<file path="src/etc_pkg.sv">
// Constants, field layout and types of the enhanced timer compare unit.
// Assumes a 32-bit APB slave with byte addresses, one register per word.
package etc_pkg;

  // Counter width and the width of the coarse period field
  localparam int unsigned CNT_W = 10;
  localparam int unsigned PER_W = 3;
  localparam int unsigned ADDR_W = 8;

  // Timer clock divider: default counts on every fourth system clock
  localparam int unsigned TICK_DIV = 4;

  // Register byte offsets
  localparam logic [7:0] OFF_CTRL0 = 8'h00;
  localparam logic [7:0] OFF_CHA = 8'h04;
  localparam logic [7:0] OFF_CHB = 8'h08;
  localparam logic [7:0] OFF_CNT_LO = 8'h0c;
  localparam logic [7:0] OFF_CNT_HI = 8'h10;
  localparam logic [7:0] OFF_CMPA_LO = 8'h14;
  localparam logic [7:0] OFF_CMPA_HI = 8'h18;
  localparam logic [7:0] OFF_CMPB_LO = 8'h1c;
  localparam logic [7:0] OFF_CMPB_HI = 8'h20;
  localparam logic [7:0] OFF_FLAGS = 8'h24;

  // Field positions in the timer control word
  localparam int unsigned CTRL0_PAUSE = 7;
  localparam int unsigned CTRL0_ON = 3;
  localparam int unsigned CTRL0_PER_LSB = 0;
  // Field positions shared by both channel control words
  localparam int unsigned CH_MODE_LSB = 6;
  localparam int unsigned CH_FN_LSB = 4;
  localparam int unsigned CH_INIT = 3;
  localparam int unsigned CH_INV = 2;
  // Channel A only: count direction (read only) and clear source
  localparam int unsigned CHA_DIR = 1;
  localparam int unsigned CHA_CLR = 0;
  // Channel B only: PWM alignment
  localparam int unsigned CHB_ALIGN_LSB = 0;
  // Flag register bits
  localparam int unsigned FLAG_A = 0;
  localparam int unsigned FLAG_B = 1;
  localparam int unsigned FLAG_P = 2;

  // Reset values
  localparam logic [7:0] CTRL_RST = 8'h00;
  localparam logic [9:0] CMP_RST = 10'h000;

  // Channel operating modes
  typedef enum logic [1:0] {
    MODE_CMP = 2'b00,
    MODE_CAP = 2'b01,
    MODE_PWM = 2'b10,
    MODE_TMR = 2'b11
  } etc_mode_type;

  // Pin-function codes, read per mode
  localparam logic [1:0] FN_HOLD = 2'b00;
  localparam logic [1:0] FN_LOW = 2'b01;
  localparam logic [1:0] FN_HIGH = 2'b10;
  localparam logic [1:0] FN_TOGGLE = 2'b11;
  localparam logic [1:0] FN_INACT = 2'b00;
  localparam logic [1:0] FN_ACT = 2'b01;
  localparam logic [1:0] FN_PWM = 2'b10;
  localparam logic [1:0] FN_PULSE = 2'b11;
  localparam logic [1:0] CAP_RISE = 2'b00;
  localparam logic [1:0] CAP_FALL = 2'b01;
  localparam logic [1:0] CAP_BOTH = 2'b10;
  localparam logic [1:0] CAP_OFF = 2'b11;

  // PWM alignment codes
  localparam logic [1:0] ALIGN_EDGE = 2'b00;
  localparam logic [1:0] ALIGN_UP = 2'b01;
  localparam logic [1:0] ALIGN_DN = 2'b10;
  localparam logic [1:0] ALIGN_BOTH = 2'b11;

  // Count direction
  typedef enum logic {
    DIR_UP = 1'b0,
    DIR_DOWN = 1'b1
  } etc_dir_type;

  // Split a 10-bit value into its low byte, zero-extended to a bus word
  function automatic logic [31:0] etc_lo_word(input logic [9:0] v);
    etc_lo_word = {24'h000000, v[7:0]};
  endfunction : etc_lo_word

  // High bits of a 10-bit value; unimplemented bits read zero
  function automatic logic [31:0] etc_hi_word(input logic [9:0] v);
    etc_hi_word = {30'h00000000, v[9:8]};
  endfunction : etc_hi_word

endpackage : etc_pkg

</file>
<file path="src/etc_chan_out.sv">
// One output channel: compare, PWM, single pulse and capture edge logic.
// Assumes hit pulses and counter come from the timer core on ref_clk.
`timescale 1ns/1ps
module etc_chan_out (
  input wire logic ref_clk,
  input wire logic rstn,
  input etc_pkg::etc_mode_type mode,
  input wire logic [1:0] pin_fn,
  input wire logic init_lvl,
  input wire logic invert,
  input wire logic on_rise,
  input wire logic on_now,
  input wire logic hit,
  input wire logic [9:0] cnt,
  input wire logic [9:0] cmp,
  input wire logic cap_in,
  output logic cap_evt,
  output logic pin_q,
  output logic pin_oe_q
);
  import etc_pkg::*;

  logic lvl_q; // Compare-mode pin level before inversion
  logic moved_q; // A compare-mode match has come since the start
  logic pulse_q; // Single pulse in its active state
  logic cap_prev_q; // Capture input one clock ago
  logic raw; // Pin level before inversion

  // Compare-mode level; follows the initial level until a match moves it
  always_ff @(posedge ref_clk) begin
    if (!rstn) begin
      lvl_q <= 1'b0;
      moved_q <= 1'b0;
    end else if (on_rise) begin
      lvl_q <= init_lvl;
      moved_q <= 1'b0;
    end else if (mode == MODE_CMP && hit) begin
      moved_q <= 1'b1;
      unique case (pin_fn)
        FN_HOLD: lvl_q <= lvl_q;
        FN_LOW: lvl_q <= 1'b0;
        FN_HIGH: lvl_q <= 1'b1;
        FN_TOGGLE: lvl_q <= ~lvl_q;
      endcase
    end else if (!moved_q) begin
      lvl_q <= init_lvl;
    end
  end

  // Single pulse starts with the timer and ends on a match or on switch-off
  // Limitation: the B pins use the same trigger as the A pin.
  always_ff @(posedge ref_clk) begin
    if (!rstn) begin
      pulse_q <= 1'b0;
    end else if (on_rise) begin
      pulse_q <= 1'b1;
    end else if (hit || !on_now) begin
      pulse_q <= 1'b0;
    end
  end

  // Capture input history; pins are synchronous to ref_clk already
  always_ff @(posedge ref_clk) begin
    if (!rstn) begin
      cap_prev_q <= 1'b0;
    end else begin
      cap_prev_q <= cap_in;
    end
  end

  // Capture edge selection
  always_comb begin
    cap_evt = 1'b0;
    if (mode == MODE_CAP && on_now) begin
      unique case (pin_fn)
        CAP_RISE: cap_evt = cap_in && !cap_prev_q;
        CAP_FALL: cap_evt = !cap_in && cap_prev_q;
        CAP_BOTH: cap_evt = cap_in != cap_prev_q;
        CAP_OFF: cap_evt = 1'b0;
      endcase
    end
  end

  // Level before inversion; init_lvl is the active level in PWM modes
  always_comb begin
    raw = lvl_q;
    if (mode == MODE_PWM) begin
      unique case (pin_fn)
        FN_INACT: raw = ~init_lvl;
        FN_ACT: raw = init_lvl;
        FN_PWM: raw = (cnt < cmp) ? init_lvl : ~init_lvl;
        FN_PULSE: raw = pulse_q ? init_lvl : ~init_lvl;
      endcase
    end
  end

  // Registered pin drive; timer mode and capture mode leave the pin alone
  always_ff @(posedge ref_clk) begin
    if (!rstn) begin
      pin_q <= 1'b0;
      pin_oe_q <= 1'b0;
    end else if (mode == MODE_TMR || mode == MODE_CAP) begin
      pin_q <= 1'b0;
      pin_oe_q <= 1'b0;
    end else begin
      pin_q <= raw ^ invert;
      pin_oe_q <= 1'b1;
    end
  end

  a_cmp_drive_low: assert property (@(posedge ref_clk)
    disable iff (!rstn) mode == MODE_CMP && hit && !on_rise &&
    pin_fn == FN_LOW |=> lvl_q == 1'b0 ##1 pin_q == $past(invert))
    else $error("compare low did not drive pin low");

  a_pwm_inactive: assert property (@(posedge ref_clk)
    disable iff (!rstn) mode == MODE_PWM && pin_fn == FN_INACT
    |=> pin_q == (~$past(init_lvl) ^ $past(invert)) && pin_oe_q)
    else $error("pwm inactive level wrong");

  a_tmr_no_drive: assert property (@(posedge ref_clk)
    disable iff (!rstn) mode == MODE_TMR |=> !pin_oe_q && !pin_q)
    else $error("timer mode drives the pin");

endmodule : etc_chan_out

</file>
<file path="src/etc_top.sv">
// Enhanced timer compare unit: APB registers, 10-bit counter, three
// comparators, match flags and the A and B output pins.
// Assumes one 100 MHz clock, synchronous pins and a zero-wait APB master.
//
// The implementer's own choices: register access over APB and the address map.
`timescale 1ns/1ps
// Behaviour
// B mode field picks compare/capture/PWM/timer
// Software stops timer before mode changes
// Compare match holds, clears, sets, toggles pins
// PWM code: inactive, active, PWM, single pulse
// Capture on rise, fall, both, or off
// Initial level bit sets start/active level
// Match to the initial level shows nothing
// Timer switch-on restores initial pin level
// Software changes PWM pin codes only stopped
// Invert bit inverts pins except timer mode
// Alignment: edge, centre up, down, both
// Counter readable as low and high bytes
// Compare values A, B: 10-bit read/write
// Software sets both channels to one mode
// Compare mode clears by overflow, A or P
// Clear-source low: P or overflow clears
// Clear-source high: A clears, no P flag
// Only A and B matches move pins
// A code drives A pin, B all three
// Software disables pin control in timer mode
// Switch-on zeroes counter, switch-off holds it
// Period field compares counter bits 9 to 7
// Pause bit freezes and resumes the counter
// Each match sets its flag once
module etc_top #(
  parameter int unsigned TICK_DIV = etc_pkg::TICK_DIV
) (
  input wire logic ref_clk,
  input wire logic rstn,
  input wire logic [etc_pkg::ADDR_W-1:0] paddr,
  input wire logic psel,
  input wire logic penable,
  input wire logic pwrite,
  input wire logic [31:0] pwdata,
  output logic [31:0] prdata,
  output logic pready,
  output logic pslverr,
  input wire logic cap_a_in,
  input wire logic cap_b_in,
  output logic out_pin_a,
  output logic out_pin_a_oe,
  output logic out_pin_b0,
  output logic out_pin_b0_oe,
  output logic out_pin_b1,
  output logic out_pin_b1_oe,
  output logic out_pin_b2,
  output logic out_pin_b2_oe
);
  import etc_pkg::*;

  // A divider of zero has no meaning
  if (TICK_DIV < 1 || TICK_DIV > 256) begin : g_bad_div
    $error("TICK_DIV must lie between 1 and 256");
  end

  // Register state
  logic [7:0] ctrl0_q; // Pause, on and period field
  logic [7:0] cha_q; // channel_a_control, direction bit unused here
  logic [7:0] chb_q; // channel_b_control
  logic [9:0] cmpa_q; // compare_value_a
  logic [9:0] cmpb_q; // compare_value_b
  logic [2:0] flag_q; // P, B, A match flags
  logic [31:0] prdata_q; // Read data taken in the setup cycle

  // Counter state
  logic [9:0] cnt_q;
  etc_dir_type dir_q;
  logic [7:0] div_q; // Timer clock divider
  logic on_prev_q; // On bit one clock ago, for edge detection

  // Decoded fields
  logic timer_on_bit;
  logic count_pause_bit;
  logic [2:0] period_field;
  etc_mode_type chan_a_mode_sel;
  etc_mode_type chan_b_mode_sel;
  logic clear_source_select;
  logic [1:0] pwm_alignment_sel;

  // Internal events
  logic tick; // One-cycle timer clock enable
  logic run; // Counter advances this cycle
  logic on_rise;
  logic centre;
  logic dir_ok;
  logic [9:0] top;
  logic hit_a_cmp;
  logic hit_b_cmp;
  logic hit_a;
  logic hit_b;
  logic hit_p;
  logic cap_a_evt;
  logic cap_b_evt;
  logic wr_en;
  logic rd_setup;
  logic mapped;
  logic [31:0] rd_word;
  logic pin_b;
  logic pin_b_oe;

  assign timer_on_bit = ctrl0_q[CTRL0_ON];
  assign count_pause_bit = ctrl0_q[CTRL0_PAUSE];
  assign period_field = ctrl0_q[CTRL0_PER_LSB +: PER_W];
  assign chan_a_mode_sel = etc_mode_type'(cha_q[CH_MODE_LSB +: 2]);
  assign chan_b_mode_sel = etc_mode_type'(chb_q[CH_MODE_LSB +: 2]);
  assign clear_source_select = cha_q[CHA_CLR];
  assign pwm_alignment_sel = chb_q[CHB_ALIGN_LSB +: 2];

  // APB decode: zero wait states, error only for unmapped addresses
  always_comb begin
    unique case (paddr)
      OFF_CTRL0, OFF_CHA, OFF_CHB, OFF_CNT_LO, OFF_CNT_HI, OFF_CMPA_LO,
      OFF_CMPA_HI, OFF_CMPB_LO, OFF_CMPB_HI, OFF_FLAGS: mapped = 1'b1;
      default: mapped = 1'b0;
    endcase
  end

  assign pready = 1'b1;
  assign pslverr = psel && penable && !mapped;
  assign wr_en = psel && penable && pwrite && mapped;
  assign rd_setup = psel && !penable && !pwrite;
  assign prdata = prdata_q;

  // Read multiplexer; counter and compare values read as byte pairs
  always_comb begin
    rd_word = 32'h00000000;
    unique case (paddr)
      OFF_CTRL0: rd_word = {24'h000000, ctrl0_q};
      OFF_CHA: rd_word = {24'h000000, cha_q[7:2], dir_q, cha_q[CHA_CLR]};
      OFF_CHB: rd_word = {24'h000000, chb_q};
      OFF_CNT_LO: rd_word = etc_lo_word(cnt_q);
      OFF_CNT_HI: rd_word = etc_hi_word(cnt_q);
      OFF_CMPA_LO: rd_word = etc_lo_word(cmpa_q);
      OFF_CMPA_HI: rd_word = etc_hi_word(cmpa_q);
      OFF_CMPB_LO: rd_word = etc_lo_word(cmpb_q);
      OFF_CMPB_HI: rd_word = etc_hi_word(cmpb_q);
      OFF_FLAGS: rd_word = {29'h00000000, flag_q};
      default: rd_word = 32'h00000000;
    endcase
  end

  // Read data is taken in the setup cycle so that it leaves a flip-flop
  always_ff @(posedge ref_clk) begin
    if (!rstn) begin
      prdata_q <= 32'h00000000;
    end else if (rd_setup) begin
      prdata_q <= rd_word;
    end
  end

  // Control registers; the direction bit in channel A is read only
  always_ff @(posedge ref_clk) begin
    if (!rstn) begin
      ctrl0_q <= CTRL_RST;
      cha_q <= CTRL_RST;
      chb_q <= CTRL_RST;
    end else if (wr_en) begin
      if (paddr == OFF_CTRL0) begin
        ctrl0_q <= pwdata[7:0];
      end
      if (paddr == OFF_CHA) begin
        cha_q <= {pwdata[7:2], 1'b0, pwdata[CHA_CLR]};
      end
      if (paddr == OFF_CHB) begin
        chb_q <= pwdata[7:0];
      end
    end
  end

  // Compare values: byte writes, or the counter latched on a capture edge
  always_ff @(posedge ref_clk) begin
    if (!rstn) begin
      cmpa_q <= CMP_RST;
      cmpb_q <= CMP_RST;
    end else begin
      if (cap_a_evt) begin
        cmpa_q <= cnt_q;
      end else if (wr_en && paddr == OFF_CMPA_LO) begin
        cmpa_q[7:0] <= pwdata[7:0];
      end else if (wr_en && paddr == OFF_CMPA_HI) begin
        cmpa_q[9:8] <= pwdata[1:0];
      end
      if (cap_b_evt) begin
        cmpb_q <= cnt_q;
      end else if (wr_en && paddr == OFF_CMPB_LO) begin
        cmpb_q[7:0] <= pwdata[7:0];
      end else if (wr_en && paddr == OFF_CMPB_HI) begin
        cmpb_q[9:8] <= pwdata[1:0];
      end
    end
  end

  // Divider for the timer clock enable
  always_ff @(posedge ref_clk) begin
    if (!rstn) begin
      div_q <= 8'h00;
    end else if (div_q == 8'(TICK_DIV - 1)) begin
      div_q <= 8'h00;
    end else begin
      div_q <= div_q + 8'h01;
    end
  end

  assign tick = div_q == 8'(TICK_DIV - 1);

  // Switch-on edge of the timer
  always_ff @(posedge ref_clk) begin
    if (!rstn) begin
      on_prev_q <= 1'b0;
    end else begin
      on_prev_q <= timer_on_bit;
    end
  end

  assign on_rise = timer_on_bit && !on_prev_q;
  assign run = timer_on_bit && !count_pause_bit && tick && !on_rise;
  assign centre = chan_b_mode_sel == MODE_PWM &&
    pwm_alignment_sel != ALIGN_EDGE;

  // Turn-round point: A value, or the top of the last 128-count period;
  // a period field of zero wraps to 1023, the natural overflow
  assign top = clear_source_select ? cmpa_q :
    {3'(period_field - 3'd1), 7'h7f};

  // Counter: edge mode clears at the top, centre mode counts back down
  always_ff @(posedge ref_clk) begin
    if (!rstn) begin
      cnt_q <= 10'h000;
      dir_q <= DIR_UP;
    end else if (on_rise) begin
      cnt_q <= 10'h000;
      dir_q <= DIR_UP;
    end else if (run) begin
      if (!centre) begin
        dir_q <= DIR_UP;
        cnt_q <= (cnt_q == top) ? 10'h000 : cnt_q + 10'h001;
      end else if (dir_q == DIR_UP) begin
        if (cnt_q >= top) begin
          dir_q <= DIR_DOWN;
          cnt_q <= (cnt_q == 10'h000) ? cnt_q : cnt_q - 10'h001;
        end else begin
          cnt_q <= cnt_q + 10'h001;
        end
      end else if (cnt_q == 10'h000) begin
        dir_q <= DIR_UP;
        cnt_q <= (top == 10'h000) ? cnt_q : 10'h001;
      end else begin
        cnt_q <= cnt_q - 10'h001;
      end
    end
  end

  // Centre-aligned matches count only in the chosen direction
  always_comb begin
    unique case (pwm_alignment_sel)
      ALIGN_EDGE: dir_ok = 1'b1;
      ALIGN_UP: dir_ok = !centre || dir_q == DIR_UP;
      ALIGN_DN: dir_ok = !centre || dir_q == DIR_DOWN;
      ALIGN_BOTH: dir_ok = 1'b1;
    endcase
  end

  // Comparators, evaluated once per timer clock
  assign hit_a_cmp = run && cnt_q == cmpa_q && dir_ok &&
    chan_a_mode_sel != MODE_CAP;
  assign hit_b_cmp = run && cnt_q == cmpb_q && dir_ok &&
    chan_b_mode_sel != MODE_CAP;
  assign hit_a = hit_a_cmp || cap_a_evt;
  assign hit_b = hit_b_cmp || cap_b_evt;
  assign hit_p = run && !clear_source_select &&
    (centre ? (dir_q == DIR_DOWN && cnt_q == 10'h000) :
     cnt_q == top);

  // Match flags; software writes ones to clear, a new match wins
  always_ff @(posedge ref_clk) begin
    if (!rstn) begin
      flag_q <= 3'h0;
    end else begin
      flag_q <= (flag_q & ~((wr_en && paddr == OFF_FLAGS) ?
        pwdata[2:0] : 3'h0)) | {hit_p, hit_b, hit_a};
    end
  end

  // Channel A output; only its own match moves it, never P
  etc_chan_out u_chan_a (
    .ref_clk(ref_clk),
    .rstn(rstn),
    .mode(chan_a_mode_sel),
    .pin_fn(cha_q[CH_FN_LSB +: 2]),
    .init_lvl(cha_q[CH_INIT]),
    .invert(cha_q[CH_INV]),
    .on_rise(on_rise),
    .on_now(timer_on_bit),
    .hit(hit_a_cmp),
    .cnt(cnt_q),
    .cmp(cmpa_q),
    .cap_in(cap_a_in),
    .cap_evt(cap_a_evt),
    .pin_q(out_pin_a),
    .pin_oe_q(out_pin_a_oe)
  );

  // Channel B output; one stage drives all three B pins together
  etc_chan_out u_chan_b (
    .ref_clk(ref_clk),
    .rstn(rstn),
    .mode(chan_b_mode_sel),
    .pin_fn(chb_q[CH_FN_LSB +: 2]),
    .init_lvl(chb_q[CH_INIT]),
    .invert(chb_q[CH_INV]),
    .on_rise(on_rise),
    .on_now(timer_on_bit),
    .hit(hit_b_cmp),
    .cnt(cnt_q),
    .cmp(cmpb_q),
    .cap_in(cap_b_in),
    .cap_evt(cap_b_evt),
    .pin_q(pin_b),
    .pin_oe_q(pin_b_oe)
  );

  // The three B pins share one level and one enable
  assign out_pin_b0 = pin_b;
  assign out_pin_b1 = pin_b;
  assign out_pin_b2 = pin_b;
  assign out_pin_b0_oe = pin_b_oe;
  assign out_pin_b1_oe = pin_b_oe;
  assign out_pin_b2_oe = pin_b_oe;

  a_on_rise_zero: assert property (@(posedge ref_clk)
    disable iff (!rstn) timer_on_bit && !on_prev_q |=> cnt_q == 10'h000)
    else $error("counter not zeroed at switch-on");

  a_off_holds: assert property (@(posedge ref_clk)
    disable iff (!rstn) !timer_on_bit && !on_prev_q |=> $stable(cnt_q))
    else $error("counter moved while switched off");

  a_pause_holds: assert property (@(posedge ref_clk)
    disable iff (!rstn) count_pause_bit && on_prev_q
    |=> cnt_q == $past(cnt_q))
    else $error("counter moved while paused");

  // Watches the flag itself, so a P set through any path is caught
  a_no_p_flag: assert property (@(posedge ref_clk)
    disable iff (!rstn) clear_source_select && !flag_q[FLAG_P]
    |=> !flag_q[FLAG_P])
    else $error("P flag raised with clear-source high");

  a_a_clears: assert property (@(posedge ref_clk)
    disable iff (!rstn) clear_source_select && !centre && hit_a_cmp
    |=> cnt_q == 10'h000 && flag_q[FLAG_A])
    else $error("A match did not clear the counter");

  a_overflow_p: assert property (@(posedge ref_clk)
    disable iff (!rstn) run && !centre && !clear_source_select &&
    period_field == 3'h0 && cnt_q == 10'h3ff
    |=> cnt_q == 10'h000 && flag_q[FLAG_P])
    else $error("overflow did not clear and flag");

  a_hi_byte_zero: assert property (@(posedge ref_clk)
    disable iff (!rstn) rd_setup && paddr == OFF_CNT_HI
    |=> prdata[31:2] == '0 && prdata[1:0] == $past(cnt_q[9:8]))
    else $error("counter high byte read wrong");

  a_b_flag_set: assert property (@(posedge ref_clk)
    disable iff (!rstn) hit_b |=> flag_q[FLAG_B])
    else $error("B match lost its flag");

endmodule : etc_top

</file>
<file path="config.mk">
export PLATFORM = sky130hd
export DESIGN_NAME = etc_top
export DESIGN_NICKNAME = d
export VERILOG_FILES = /design/src/etc_pkg.sv /design/src/etc_chan_out.sv /design/src/etc_top.sv
export SDC_FILE = /design/constraint.sdc
export NUM_CORES = 1
export LEC_CHECK = 0
export BUFFER_PORTS_ARGS = -buffer_cell sky130_fd_sc_hd__buf_2
export CAP_MARGIN = 40
export CORE_ASPECT_RATIO = 0.9
export CORE_MARGIN = 3
export CORE_UTILIZATION = 60
export CTS_BUF_LIST = sky130_fd_sc_hd__clkbuf_4 sky130_fd_sc_hd__clkbuf_8
export DETAILED_ROUTE_END_ITERATION = 10
export PLACE_DENSITY = 0.83
export SYNTH_ARGS = -nofsm -noshare
export SYNTH_HDL_FRONTEND = slang
export SYNTH_HIERARCHICAL = 1
export SYNTH_SLANG_ARGS = --single-unit
</file>
<file path="constraint.sdc">
create_clock -name ref_clk -period 3.62 [get_ports ref_clk]
set_input_delay 0.543 -clock ref_clk [delete_from_list [all_inputs] [get_ports ref_clk]]
set_output_delay 0.543 -clock ref_clk [all_outputs]
set_load 0.03 [all_outputs]
</file>
======== Yosys cells after proc, flatten, opt, wreduce, memory -nomap -nowiden ========
Index checks and enable logic that the tools add are counted.
W data, S select, Z words.
word-level totals
  bits in registers ....................... 110
  bits of input ports ..................... 47
  output and inout bits ................... 42
cells by class
  add/subtract/negate cells ............... 4
  $lt $le $gt $ge ......................... 3
  equality and inequality tests ........... 40
  multiplexer cells ....................... 51
  bitwise gates (word level) .............. 11
  reduce and logical (&&, ||, !) cells .... 83
operators with widths
  operator                 count
  $mux W10                 10
  $pmux W8 S10             1
  $logic_and A1 B1 Y1      33
  $eq A8 B5 Y1 const B     4
  $eq A10 B10 Y1           3
  $mux W1                  26
  $eq A2 B2 Y1 const B     10
  $logic_not A10 Y1        2
  $lt A10 B10 Y1           2
  $eq A8 B4 Y1 const B     2
  $eq A8 B6 Y1 const B     2
  $mux W8                  2
  $pmux W1 S4              4
  $reduce_and A2 Y1        7
  $reduce_bool A2 Y1       7
  $logic_not A1 Y1         13
  $ne A3 B3 Y1 const B     4
  $add A10 B1 Y10 const B  1
  $eq A2 B1 Y1 const B     5
  $ge A10 B10 Y1           1
  $logic_not A2 Y1         5
  $reduce_or A10 Y1        1
  $reduce_or A2 Y1         5
  $sub A10 B1 Y10 const B  1
  other kinds (19)         41

======== Logic depth before layout (Yosys ltp) ========
  depth in word-level cells ............... 10
  mapped depth ............................ 14

======== Modules after synthesis ========
Netlist, hierarchy kept.
by module, submodules not included
  module        times used  cells each  area each (um2)  sequential area each (um2)
  etc_top       1           597         4,972.3          1,481.4
  etc_chan_out  2           90          730.7            120.1

======== Least setup slack after synthesis ========
Ideal clock, no wire load.
  path kind ............................... register to register
  start ................................... register cnt_q[0]
  end ..................................... register cnt_q[6]
  data arrival time ....................... 2.549 ns
  data required time ...................... 3.503 ns
  slack ................................... 0.953 ns
  cell stages (with the launch flop) ...... 11
  buffers on the path ..................... 1
  clock period less this slack ............ 2.667 ns
  path through ............................ dfxtp_1 clkbuf_1 inv_1 ha_1 nand2b_1 a21o_1 a2111o_1 nor2_1 nand2_1 a32o_1 a32o_1
between the ends
  longest elaborated chain between the ends .. 5
  elaborated cells between the ends (all ways) .. 14
  those cells by class .................... add/sub: 2; order compare: 1; eq/ne: 3; mux: 6; reduce/logical: 2
RTL lines
  element                 line                            source
  from (decl)             etc_top.sv:73                   logic [9:0] cnt_q;
  from (signal assigned)  etc_top.sv:243                  cnt_q <= (cnt_q == top) ? 10'h000 : cnt_q + 10'h001;
  from (signal assigned)  etc_top.sv:247                  cnt_q <= (cnt_q == 10'h000) ? cnt_q : cnt_q - 10'h001;
  from (signal assigned)  etc_top.sv:249                  cnt_q <= cnt_q + 10'h001;
  $sub A10 B1 Y10         etc_top.sv:247, etc_top.sv:255
  $mux W10                etc_top.sv:247
  $mux W10                etc_top.sv:245                  if (cnt_q >= top) begin
  $mux W10                etc_top.sv:244                  end else if (dir_q == DIR_UP) begin
  $mux W10                etc_top.sv:241                  if (!centre) begin
Several ways; a longest one is shown, not always the timed one. The select of a mux whose other input is x is not followed.
A chain may end at the register's enable or synchronous reset.

======== Worst setup path after layout ========
  start ................................... register ctrl0_q[0]
  end ..................................... register cnt_q[3]
between the ends
  longest elaborated chain between the ends .. 6
  elaborated cells between the ends (all ways) .. 12
  those cells by class .................... add/sub: 1; order compare: 1; eq/ne: 3; mux: 5; reduce/logical: 2
RTL lines
  element                 line            source
  from (decl)             etc_top.sv:64   logic [7:0] ctrl0_q;
  from (signal assigned)  etc_top.sv:166  ctrl0_q <= pwdata[7:0];
  $sub A3 B1 Y3 *         etc_top.sv:230  {3'(period_field - 3'd1), 7'h7f};
  $mux W10 *              etc_top.sv:229  assign top = clear_source_select ? cmpa_q :
  $ge A10 B10 Y1          etc_top.sv:245
  $mux W10                etc_top.sv:245
  $mux W10                etc_top.sv:244
  $mux W10                etc_top.sv:241
Mark *: on every way between the ends. The rest lies on a longest branch, timed or not.

==> metrics.csv <==
metric;value;unit
seqPwrFrac;0.510;
whs_path_depth;3;
switching_share;0.263;
synth.avg_cell_area;8.28;sq um
antenna_cells;0;
ys_ff_latch;86;
finalPower;1.87;mW
ys_seq_area_frac;0.268;
pre_cts_slack;0.539;ns
dp_hpwl;13200;um
grt_max_degree;42;
crit_path_max_fanout;14;
drc_errors;0;
synthCells;777;
slew_viol_final;0;
min_to;u_chan_b/cap_prev_q$_SDFF_PN0_;
dp.cells;921;
place_congestion;0.938;
cts.sinks;86;
timing.rr.start;ctrl0_q[0]$_SDFFE_PN0P_;
final_cell_mix;dfxtp_1 (86), nand2_1 (67), mux2i_1 (47);
die_area;0.0120;sq mm
grt.overflow.total;0;
r2r_end;cnt_q[3]$_SDFFE_PP0P_;
p_int;1.38;mW
htreeDepth;3;
post_cts_buffers;0;
post_synth_num_cell_types;74;
drive_above_1_share;0.131;
viasPerCell;6.36;
hold_ws;0.436;ns
hp-start;cap_b_in;
yosysWarningCount;6;
worst_slew_pin_slew;1.03;ns
die_h;104;um
grt_pass1_vias;5686;
path_class;reg2reg;
wl_per_cell;19.1;um
fin_tns_setup;0;ns
pwr-share-comb;0.078;
cap_violations;0;
required;3.88;ns
rsz0062_at_grt;false;
cts_hold_buffers;0;
powerDensity;273;mW/mm^2
start_util;0.623;
synthTopCellsByArea;dfxtp_1 (27%), ha_1 (7.4%), mux2i_1 (7.3%), nand2_1 (3.9%), xnor2_1 (3.7%);
grtUsageTotal;0.299;
holdCritPathClass;in2reg;
top_layer;met4;
post-route-util;0.665;
dr_wl_met3;1650;um
final_cell_area;0.00687;sq mm
wirelength_met1;7530;um
synth-edff-count;0;
die_w;115;um
antenna_found_initial;0;
fin_cells;936;
ctsResizeCount;0;
reg2reg_depth;14;
worstPathArrival;3.41;ns
async_flop_share;0;
fin_ws;0.475;ns
startpoint_type;flop;
post_dp_cell_area;0.00665;sq mm
max_clock_freq;0.318;GHz
coreArea;0.0103;sq mm
syn2layout_area_growth;6.75;%
end_kind;flop;
power.share.clock;0.412;
finalHoldViolCount;0;
layout_commonest_cell;dfxtp_1;
synth_area_leader_cell;dfxtp_1;
vdd_drop_max;0.198;mV
drt_iter0_markers;544;
dr_wl_met2;8160;um
final-setup-viol-count;0;
numCtsBuffers;9;
cts.path.max_buffers;2;
drt_wl_total;17900;um
post-route-period-util;0.869;
syn_area;0.00643;sq mm
cts_tree;built;
clock_latency;0.37;ns
path_clk_slew;0.09;ns
rows;35;
drtPass1Iterations;5;
io_pins;89;
port-buffer-count;39;
fillerInstances;844;
slew_headroom;0.307;
status;complete, no violations;
grt_pass1_wl;28800;um
dr_total_vias;5956;
synth_top_area_frac;0.268;
fin_crit;3.15;ns
fin_skew;0.00848;ns
ant_nets;0;
r2r_setup_slack;0.47;ns
p_sw;0.494;mW
p_leak;2.80;nW
ys.flop_type;dfxtp_1;
nets;888;
clock-root-buffer;clkbuf_8;
-- worst max-delay path, cell delays in order, from the launching register on --
cell and delay (ns):
dfxtp_1 0.33, inv_1 0.09, ha_1 0.22, xnor2_1 0.12
nor2_1 0.10, a21oi_1 0.07, ha_1 0.33, nand4_1 0.15
nor3_1 0.39, a211oi_1 0.18, a211oi_2 0.23, a211oi_2 0.06
buf_4 0.19, and2_0 0.30, a32o_1 0.28
-- power groups by stage --
stage | Sequential (mW) | Combinational (mW) | Clock [mW]
after global routing | 0.957 | 0.158 | 0.820
after global placement | 0.977 | 0.140 | 0
after detailed placement | 0.978 | 0.143 | 0
after floorplan | 0.980 | 0.117 | 0
final | 0.956 | 0.147 | 0.771
after CTS | 0.956 | 0.144 | 0.777
-- how the worst max path moves through the flow --
stage                            start                           to  slack [ns]  cells after the start
6_report       ctrl0_q[0]$_SDFFE_PN0P_        cnt_q[3]$_SDFFE_PP0P_        0.47                     14
5_1_grt            div_q[4]$_SDFF_PP0_  u_chan_a/lvl_q$_SDFFE_PN0P_        0.28                     10
4_1_cts        ctrl0_q[0]$_SDFFE_PN0P_        cnt_q[3]$_SDFFE_PP0P_        0.53                     14
3_5_place_dp       div_q[4]$_SDFF_PP0_  u_chan_a/lvl_q$_SDFFE_PN0P_        0.54                     10
3_3_place_gp       div_q[4]$_SDFF_PP0_  u_chan_a/lvl_q$_SDFFE_PN0P_        0.59                     10
2_1_floorplan    cnt_q[0]$_SDFFE_PP0P_        cnt_q[6]$_SDFFE_PP0P_        0.95                     10
-- cell type report --
type	instances	area (sq um)	share of cell area
Inverter	45	169	0.0246
Tap cell	129	161	0.0235
Clock buffer	9	124	0.0180
Clock inverter	6	95.1	0.0138
Multi-Input combinational cell	599	4230	0.616
Timing Repair Buffer	62	368	0.0536
Sequential cell	86	1720	0.251
-- layer usage --
metal / vias to the layer above / track usage
met4: 0 / 0.127
met5: - / 0
met3: 47 / 0.0390
li1: 2770 / -
met2: 338 / 0.466
met1: 2801 / 0.414
-- kinds of logic (layout without fill, tap and decap cells) --
group | after synthesis | count (layout) | synth area share
fa+ha+maj | 38 | 38 | 0.0739
compound gates | 164 | 164 | 0.186
other cells | 2 | 25 | 0.00117
mux | 52 | 52 | 0.0871
xor+xnor | 40 | 40 | 0.0603
flops | 86 | 86 | 0.268
simple gates | 280 | 280 | 0.234
buf+inv | 115 | 122 | 0.0900
-- cell usage after synthesis, types with 9 or more instances --
master	count
dfxtp_1	86
nand2_1	67
mux2i_1	47
inv_1	45
nor2_1	45
o21ai_0	41
ha_1	38
buf_4	31
nand3_1	30
nor2b_1	30
and2_1	28
xnor2_1	27
a21oi_1	26
clkbuf_1	25
nor3_1	21
xor2_1	11
a21boi_0	10
nand4_1	10
a32o_1	9
-- flip-flops by register name, indices dropped and copies added, names as in the netlist, 3 cells and up --
register / cells
flag_q: 3
cmpb_q: 10
div_q: 8
ctrl0_q: 8
prdata: 8
cmpa_q: 10
cnt_q: 10
cha_q: 7
chb_q: 8
Power figures use the tool's default switching activity.
